### src/rtl/fpc_pkg.sv
package fpc_pkg;
    localparam int          RAW_W       = 12;
    localparam int          ADC_W       = 10;
    localparam int          NUM_W       = 16;
    localparam int          ERR_W       = 13;
    localparam int          INT_W       = 32;
    localparam int          DUTY_W      = 32;
    localparam int          SUM_W       = 51;
    localparam int          PER_W       = 16;
    localparam int          DIV_W       = 24;
    localparam int          CLOCK_MHZ   = 20;
    localparam logic [11:0] RAW_MID     = 12'h800;
    localparam logic [11:0] RAW_FULL    = 12'hfff;
    localparam logic [10:0] PULSE_MAX   = 11'h7ff;
    localparam logic [1:0]  ADC_PAD     = 2'h0;
    localparam logic [4:0]  DIV_STEPS   = 5'h18;
    localparam logic [4:0]  ISHIFT_MIN  = 5'h03;
    localparam logic [4:0]  ISHIFT_MAX  = 5'h12;
    localparam logic [11:0] AUX_ZERO_MAX = 12'h010;
    localparam logic [1:0]  MODE_NONE   = 2'h0;
    localparam logic [1:0]  MODE_ANALOG = 2'h1;
    localparam logic [1:0]  MODE_FREQ   = 2'h2;
    // pot settle time after the aux pin changes level
    localparam int          AUX_SETTLE_NS  = 10000;
    localparam int          AUX_SETTLE_CYC = (AUX_SETTLE_NS * CLOCK_MHZ + 999) / 1000;
    localparam logic [7:0]  AUX_SETTLE_CNT = 8'(AUX_SETTLE_CYC);

    typedef enum logic [6:0] {
        ST_IDLE       = 7'h01,
        ST_SAMPLE     = 7'h02,
        ST_AUX_SETTLE = 7'h04,
        ST_AUX_SAMPLE = 7'h08,
        ST_CHECK      = 7'h10,
        ST_SCALE      = 7'h20,
        ST_PID        = 7'h40
    } fpc_state_t;
endpackage

### src/rtl/fpc_feedback_pid_core.sv
`timescale 1ns/100ps
// Behaviour
// no feedback: duty target is target minus 2048
// no feedback: 2648 full forward, 2048 brakes
// calculations run once every control period
// analog 0 V to 0, 5 V to 4092
// frequency mode counts feedback pulses per period
// frequency raw is 2048 plus/minus count by direction
// pulse count per period capped at 2047
// minimum scales to 0, maximum to 4095
// raw outside absolute limits flags disconnect
// invert option reverses scaled feedback sense
// analog raw is average of configured samples
// flag when sampling overruns the control period
// aux test drives pin low, expects 0 V
// duty target is sum of three products
// integral accumulates error; derivative is error difference
// error is scaled feedback minus target
// coefficients are numerator over power of two
// integral denominator selectable 2^3 to 2^18
// configurable control period sets calculation rate
// reset clears integral, previous error; wide math
// outputs registered once per period, held stable
module fpc_feedback_pid_core (
    input  wire logic                 clock_in,
    input  wire logic                 reset_in,
    input  wire logic [1:0]           feedback_mode_in,
    input  wire logic [11:0]          target_in,
    input  wire logic [15:0]          period_cycles_in,
    input  wire logic [2:0]           samples_log2_in,
    input  wire logic [11:0]          feedback_min_in,
    input  wire logic [11:0]          feedback_max_in,
    input  wire logic [11:0]          abs_min_in,
    input  wire logic [11:0]          abs_max_in,
    input  wire logic                 invert_feedback_in,
    input  wire logic                 aux_detect_in,
    input  wire logic [15:0]          prop_num_in,
    input  wire logic [3:0]           prop_shift_in,
    input  wire logic [15:0]          integ_num_in,
    input  wire logic [4:0]           integ_shift_in,
    input  wire logic [15:0]          deriv_num_in,
    input  wire logic [3:0]           deriv_shift_in,
    input  wire logic                 adc_done_in,
    input  wire logic [9:0]           adc_value_in,
    input  wire logic                 feedback_sense_pin_in,
    output logic                      adc_start_out,
    output logic                      aux_pin_out,
    output logic                      aux_pin_oe_out,
    output logic [11:0]               raw_feedback_out,
    output logic [11:0]               scaled_feedback_out,
    output logic signed [31:0]        duty_target_out,
    output logic                      disconnect_err_out,
    output logic                      period_exceeded_out,
    output logic                      update_strobe_out
);
    fpc_pkg::fpc_state_t                  state;
    logic [1:0]                           pin_sync;
    logic                                 pin_prev;
    logic [15:0]                          period_count;
    logic                                 period_tick;
    logic [10:0]                          pulse_count;
    logic [10:0]                          pulse_latched;
    logic [16:0]                          sample_sum;
    logic [7:0]                           sample_idx;
    logic [7:0]                           settle_count;
    logic                                 aux_fail;
    logic                                 limit_err;
    logic [23:0]                          div_quot;
    logic [11:0]                          div_rem;
    logic [11:0]                          div_den;
    logic [4:0]                           div_count;
    logic signed [31:0]                   integral;
    logic signed [12:0]                   prev_error;
    logic [16:0]                          sum_now;
    logic [12:0]                          rem_shift;
    logic [11:0]                          scaled_now;
    logic [11:0]                          raw_span;
    logic [4:0]                           ishift;
    logic signed [12:0]                   error_now;
    logic signed [13:0]                   deriv_now;
    logic signed [31:0]                   next_integral;
    logic signed [50:0]                   pid_sum;
    logic signed [31:0]                   next_duty;

    // two flops before anything looks at the pin
    always_ff @(posedge clock_in or posedge reset_in)
    begin
        if (reset_in)
        begin
            pin_sync <= 2'h0;
            pin_prev <= 1'b0;
        end
        else
        begin
            pin_sync <= {pin_sync[0], feedback_sense_pin_in};
            pin_prev <= pin_sync[1];
        end
    end

    // a period of zero cycles behaves as the longest period
    always_ff @(posedge clock_in or posedge reset_in)
    begin
        if (reset_in)
        begin
            period_count <= 16'h0;
            period_tick  <= 1'b0;
        end
        else if (period_count >= period_cycles_in - 16'h1)
        begin
            period_count <= 16'h0;
            period_tick  <= 1'b1;
        end
        else
        begin
            period_count <= period_count + 16'h1;
            period_tick  <= 1'b0;
        end
    end

    always_ff @(posedge clock_in or posedge reset_in)
    begin
        if (reset_in)
        begin
            pulse_count   <= 11'h0;
            pulse_latched <= 11'h0;
        end
        else if (period_count >= period_cycles_in - 16'h1)
        begin
            pulse_latched <= pulse_count;
            pulse_count   <= {10'h0, pin_sync[1] & ~pin_prev};
        end
        else if (pin_sync[1] && !pin_prev && pulse_count != fpc_pkg::PULSE_MAX)
            pulse_count <= pulse_count + 11'h1;
    end

    // a tick that finds the sequencer busy is skipped and reported
    always_ff @(posedge clock_in or posedge reset_in)
    begin
        if (reset_in)
            period_exceeded_out <= 1'b0;
        else if (period_tick)
            period_exceeded_out <= (state != fpc_pkg::ST_IDLE);
    end

    always_comb
    begin
        sum_now    = sample_sum + {7'h0, adc_value_in};
        rem_shift  = {div_rem, div_quot[23]};
        raw_span   = feedback_max_in - feedback_min_in;
        scaled_now = (div_quot > {12'h0, fpc_pkg::RAW_FULL}) ? fpc_pkg::RAW_FULL
                                                              : div_quot[11:0];
        if (invert_feedback_in)
            scaled_now = fpc_pkg::RAW_FULL - scaled_now;
        error_now     = $signed({1'b0, scaled_now}) - $signed({1'b0, target_in});
        deriv_now     = 14'(error_now) - 14'(prev_error);
        next_integral = integral + 32'(error_now);
        ishift        = integ_shift_in;
        if (ishift < fpc_pkg::ISHIFT_MIN)
            ishift = fpc_pkg::ISHIFT_MIN;
        if (ishift > fpc_pkg::ISHIFT_MAX)
            ishift = fpc_pkg::ISHIFT_MAX;
        // each product is shifted down by its power-of-two denominator
        pid_sum = (51'($signed({1'b0, prop_num_in}) * error_now) >>> prop_shift_in)
                + (51'($signed({1'b0, integ_num_in}) * next_integral) >>> ishift)
                + (51'($signed({1'b0, deriv_num_in}) * deriv_now) >>> deriv_shift_in);
        // saturate rather than wrap when the sum leaves the output range
        if (pid_sum[50] && !(&pid_sum[50:31]))
            next_duty = {1'b1, 31'h0};
        else if (!pid_sum[50] && (|pid_sum[50:31]))
            next_duty = {1'b0, {31{1'b1}}};
        else
            next_duty = pid_sum[31:0];
        if (feedback_mode_in == fpc_pkg::MODE_NONE)
            next_duty = 32'($signed({1'b0, target_in}) - $signed({1'b0, fpc_pkg::RAW_MID}));
    end

    always_ff @(posedge clock_in or posedge reset_in)
    begin
        if (reset_in)
        begin
            state               <= fpc_pkg::ST_IDLE;
            adc_start_out       <= 1'b0;
            aux_pin_out         <= 1'b0;
            aux_pin_oe_out      <= 1'b0;
            raw_feedback_out    <= 12'h0;
            scaled_feedback_out <= 12'h0;
            duty_target_out     <= 32'sh0;
            disconnect_err_out  <= 1'b0;
            update_strobe_out   <= 1'b0;
            sample_sum          <= 17'h0;
            sample_idx          <= 8'h0;
            settle_count        <= 8'h0;
            aux_fail            <= 1'b0;
            limit_err           <= 1'b0;
            div_quot            <= 24'h0;
            div_rem             <= 12'h0;
            div_den             <= 12'h0;
            div_count           <= 5'h0;
            integral            <= 32'sh0;
            prev_error          <= 13'sh0;
        end
        else
        begin
            update_strobe_out <= 1'b0;
            adc_start_out     <= 1'b0;
            aux_pin_oe_out    <= 1'b1;
            case (state)
                fpc_pkg::ST_IDLE:
                begin
                    aux_pin_out <= 1'b1;
                    if (period_tick)
                    begin
                        aux_fail <= 1'b0;
                        if (feedback_mode_in == fpc_pkg::MODE_ANALOG)
                        begin
                            sample_sum    <= 17'h0;
                            sample_idx    <= 8'h0;
                            adc_start_out <= 1'b1;
                            state         <= fpc_pkg::ST_SAMPLE;
                        end
                        else if (feedback_mode_in == fpc_pkg::MODE_FREQ)
                        begin
                            if (target_in > fpc_pkg::RAW_MID)
                                raw_feedback_out <= fpc_pkg::RAW_MID + {1'b0, pulse_latched};
                            else
                                raw_feedback_out <= fpc_pkg::RAW_MID - {1'b0, pulse_latched};
                            state <= fpc_pkg::ST_CHECK;
                        end
                        else
                            state <= fpc_pkg::ST_PID;
                    end
                end
                fpc_pkg::ST_SAMPLE:
                    if (adc_done_in)
                    begin
                        sample_sum <= sum_now;
                        if (sample_idx == 8'((9'h1 << samples_log2_in) - 9'h1))
                        begin
                            // average in converter counts, then four per count
                            raw_feedback_out <= {10'(sum_now >> samples_log2_in), fpc_pkg::ADC_PAD};
                            settle_count     <= 8'h0;
                            aux_pin_out      <= !aux_detect_in;
                            state <= aux_detect_in ? fpc_pkg::ST_AUX_SETTLE : fpc_pkg::ST_CHECK;
                        end
                        else
                        begin
                            sample_idx    <= sample_idx + 8'h1;
                            adc_start_out <= 1'b1;
                        end
                    end
                fpc_pkg::ST_AUX_SETTLE:
                begin
                    settle_count <= settle_count + 8'h1;
                    if (settle_count >= fpc_pkg::AUX_SETTLE_CNT - 8'h1)
                    begin
                        adc_start_out <= 1'b1;
                        state         <= fpc_pkg::ST_AUX_SAMPLE;
                    end
                end
                fpc_pkg::ST_AUX_SAMPLE:
                    if (adc_done_in)
                    begin
                        aux_fail    <= {adc_value_in, fpc_pkg::ADC_PAD} > fpc_pkg::AUX_ZERO_MAX;
                        aux_pin_out <= 1'b1;
                        state       <= fpc_pkg::ST_CHECK;
                    end
                fpc_pkg::ST_CHECK:
                begin
                    limit_err <= raw_feedback_out < abs_min_in
                              || raw_feedback_out > abs_max_in;
                    div_den   <= raw_span;
                    div_rem   <= 12'h0;
                    div_count <= fpc_pkg::DIV_STEPS;
                    // clamp to the calibrated span, then times 4095
                    if (raw_feedback_out <= feedback_min_in)
                        div_quot <= 24'h0;
                    else if (raw_feedback_out >= feedback_max_in)
                        div_quot <= 24'(raw_span * fpc_pkg::RAW_FULL);
                    else
                        div_quot <= 24'((raw_feedback_out - feedback_min_in) * fpc_pkg::RAW_FULL);
                    state <= fpc_pkg::ST_SCALE;
                end
                fpc_pkg::ST_SCALE:
                begin
                    // restoring divide, one quotient bit a cycle to keep it small
                    if (rem_shift >= {1'b0, div_den})
                    begin
                        div_rem  <= 12'(rem_shift - {1'b0, div_den});
                        div_quot <= {div_quot[22:0], 1'b1};
                    end
                    else
                    begin
                        div_rem  <= rem_shift[11:0];
                        div_quot <= {div_quot[22:0], 1'b0};
                    end
                    div_count <= div_count - 5'h1;
                    if (div_count == 5'h1)
                        state <= fpc_pkg::ST_PID;
                end
                fpc_pkg::ST_PID:
                begin
                    update_strobe_out <= 1'b1;
                    duty_target_out   <= next_duty;
                    if (feedback_mode_in == fpc_pkg::MODE_NONE)
                        disconnect_err_out <= 1'b0;
                    else
                    begin
                        scaled_feedback_out <= scaled_now;
                        disconnect_err_out  <= limit_err | aux_fail;
                        integral            <= next_integral;
                        prev_error          <= error_now;
                    end
                    state <= fpc_pkg::ST_IDLE;
                end
                default:
                    state <= fpc_pkg::ST_IDLE;
            endcase
        end
    end

    logic [1:0] strobes_in_period;
    always_ff @(posedge clock_in or posedge reset_in)
    begin
        if (reset_in)
            strobes_in_period <= 2'h0;
        else if (period_tick)
            strobes_in_period <= 2'h0;
        else if (update_strobe_out && strobes_in_period != 2'h3)
            strobes_in_period <= strobes_in_period + 2'h1;
    end
endmodule // fpc_feedback_pid_core

### config.mk
export PLATFORM = sky130hd
export DESIGN_NAME = fpc_feedback_pid_core
export DESIGN_NICKNAME = d
export VERILOG_FILES = /design/src/rtl/fpc_pkg.sv /design/src/rtl/fpc_feedback_pid_core.sv
export SDC_FILE = /design/constraint.sdc
export NUM_CORES = 2
export LEC_CHECK = 0
export ABC_AREA = 1
export BUFFER_PORTS_ARGS = -buffer_cell sky130_fd_sc_hd__buf_2
export CORE_UTILIZATION = 40
export DETAILED_ROUTE_END_ITERATION = 6
export HOLD_SLACK_MARGIN = 0.05
export SYNTH_ARGS = -nofsm -noshare
export SYNTH_HDL_FRONTEND = slang
export SYNTH_SLANG_ARGS = --single-unit
### constraint.sdc
create_clock -name clock_in -period 16.79 [get_ports clock_in]
set_input_delay 0 -clock clock_in [delete_from_list [all_inputs] [get_ports clock_in]]
set_output_delay 0 -clock clock_in [all_outputs]
set_load 0.005 [all_outputs]
==> results.toml <==
[yosys]
synth-seq-cells = 244
synth_top_area_frac = 0.301
ys_async_sr_fraction = 1.00
synth_top_family_by_area = "adder cells"
syn-num-nets = 11400
synth_fa_ha_area_frac = 0.419
synth_seq_area_share = 0.0890
yosys.cell_types.count = 71
yosysMostFrequentCell = "nand2_1"
synth_area_um2 = 68600
synthCells = 9580
synthSimpleGateAreaFrac = 0.250
yosys-top-cells-count = "2230 x nand2_1, 1963 x inv_1, 1031 x fa_1"
synth_area_leaders = "fa_1 30%, nand2_1 12%, ha_1 12%"
synth_mux_area_frac = 0.00146
synth_compound_area_frac = 0.0884
synthXorXnorAreaFrac = 0.0265
synth_edf_count = 0
syn_area_per_cell_um2 = 7.16
yosysTopAreaCell = "fa_1"
synth_top_flop_cell = "dfrtp_1"
ys_warn_count = 0

[sta]
setup_viol = 0
finalHoldViolCount = 0
slew_headroom = 0.204
timing_worst_slew_pin_value_ns = 1.19
rsz0062_at_grt = "false"
fmax_ghz = 0.0631
clock_skew_ns = 0.0922
final_max_slew_viol_count = 0
setup_tns_ns = 0
min_period_over_period = 0.943
min_period_ns = 15.84

[clock_tree]
cts_tree = "yes"
cts_root_buffer = "clkbuf_16"
clk-insertion-delay-late_ns = 0.70
htree_levels = 1
clkSlewWorstSetupHoldPaths_ns = 0.07
cts_num_sinks = 244
cts_buffers = 31
clk_path_buf_depth = 3

[floorplanning]
rows = 151
die-area_um2 = 173000
start_util = 0.404
ioPinCount = 220
die_w_um = 416
die_y_um = 416
coreArea_um2 = 170000

[route]
wirelength_um = 233000
routed_via_density = 5.25
via_count = 62600
ant_nets = 0
drc = 0
wl_per_cell_um = 19.6
dr.pass1.iters = 7
drt_iter0_markers = 4579

[critical_path]
crit_required_ns = 17.39
critical_path_arrival_ns = 16.44
worstSetupPathType = "reg2reg"
worst-path-buf-inv = 15
crit_top_cell = "nand2_1"
path_max_fanout = 31
critPathLaunchType = "register"
critical-path-top-delay-family = "simple AND/OR/NAND/NOR gates"
cpPeakStageDelay_ns = 0.62
end_kind = "register"
worst_path_max_delay_cell = "fa_1"

[grt]
grt-ovfl-total = 0
track_usage = 0.272
grt_first_pass_wirelength_um = 368000
grt_max_degree = 158
grt_pass1_vias = 64500
antenna_found_initial = 8

[final_layout]
drive_above_1_share = 0.0620
syn_to_final_growth_pct = 7.28
nets = 11500

[job]
cap_violations = 0

[placement]
dp.final_hpwl_um = 196000
gp_congestion = 1.02
port-buffer-count = 219

[min_path]
hp-class = "in2reg"

[status]
status = "finished, final reports clean"
## final timing paths
| kind | startpoint | end | slack (ns) | cells after the start |
|---|---|---|---|---|
| setup / recovery | div_quot[23]$_DFFE_PP0P_ | duty_target_out[18]$_DFFE_PP0P_ | 0.95 | 75 |
| hold / removal | adc_value_in[6] | sample_sum[6]$_DFFE_PP0P_ | 0.09 | 6 |
| hold reg to reg | pin_sync[0]$_DFF_PP0_ | pin_sync[1]$_DFF_PP0_ | 0.36 | 0 |
| max in group asynchronous | reset_in | div_quot[10]$_DFFE_PP0P_ | 14.67 | 5 |
| min in group asynchronous | reset_in | period_count[0]$_DFF_PP0_ | 0.61 | 4 |
| setup reg to reg | div_quot[23]$_DFFE_PP0P_ | duty_target_out[18]$_DFFE_PP0P_ | 0.95 | 75 |
## cell families after synthesis
kind of cell	after synthesis
other	1
adders and majority gates	1681
AOI/OAI and AO/OA	1073
muxes	10
xor gates and xnor gates	207
DFF	244
buffers and inverters	2269
and+or+nand+nor	4095
## worst min-delay path: stages
cell and delay (ns):
buf_2 0.10, ha_1 0.27, inv_1 0.07, xor2_1 0.09
nand3_1 0.08, nand2_1 0.06
## stage by stage
stage	cells	setup WS (ns)	cell area (µm²)	utilization	hold slack [ns]
floorplan	9580	3.82	68600	-	0.0314
global placement	11800	0.870	72100	0.425	0.131
detailed placement	11800	0.719	72100	0.425	0.122
CTS	11900	0.726	73600	0.433	0.0523
global route	11900	0.0724	73600	0.433	0.103
finish	11900	0.954	73600	0.433	0.0941
## cell type report
type	instances	area, µm²
diodes	3	7.51
clock buffers	39	856
clock inverters	19	214
fillers	17600	96200
inverters	1998	7510
multi-input cells	7067	54000
flip-flops and latches	244	6110
well taps	2218	2780
repair buffers	339	2130
repair inverters	1	5.00
## cell usage in the layout (no fill, tap or decap), drive strengths merged, types with 25 or more instances in the layout
cell type    Yosys  routed
or2             98      98
nor2           852     852
inv           1982    1983
buf             46     299
a21oi          420     420
o21ai          429     429
nand4           81      81
nand2         2274    2274
dlygate4sd3      0      40
fa            1031    1031
xor2           138     138
nor3            76      76
ha             650     650
nand3          641     641
o21bai          29      29
a31oi           25      25
clkbuf         225      39
dfrtp          243     243
o211ai          34      34
xnor2           69      69
a22oi           25      25
## repair_timing
item,4_1_cts,5_1_grt
setup buffers,0,2
endpoints found under the hold margin,133,0
resized for setup,0,5
setup endpoints to repair,0,31
hold buffers,40,0
## metal layers
| layer | global-route usage | share of wire |
|---|---|---|
| met5 | 0 | 0.00023 |
| met4 | 0.117 | 0.052 |
| met1 | 0.348 | 0.42 |
| met2 | 0.462 | 0.47 |
| met3 | 0.0311 | 0.058 |
## registers in the layout (all words and copies together) (netlist names), 2 cells and up
name,count
integral,32
div_count,5
period_count,16
pulse_count,11
div_quot,24
div_rem,12
scaled_feedback_out,12
div_den,12
state,7
duty_target_out,32
sample_sum,17
pin_sync,2
prev_error,13
settle_count,8
sample_idx,8
pulse_latched,11
raw_feedback_out,12
Power is not shown: default switching activity piles up to over one toggle a cycle in this logic, so the estimate is an artifact.
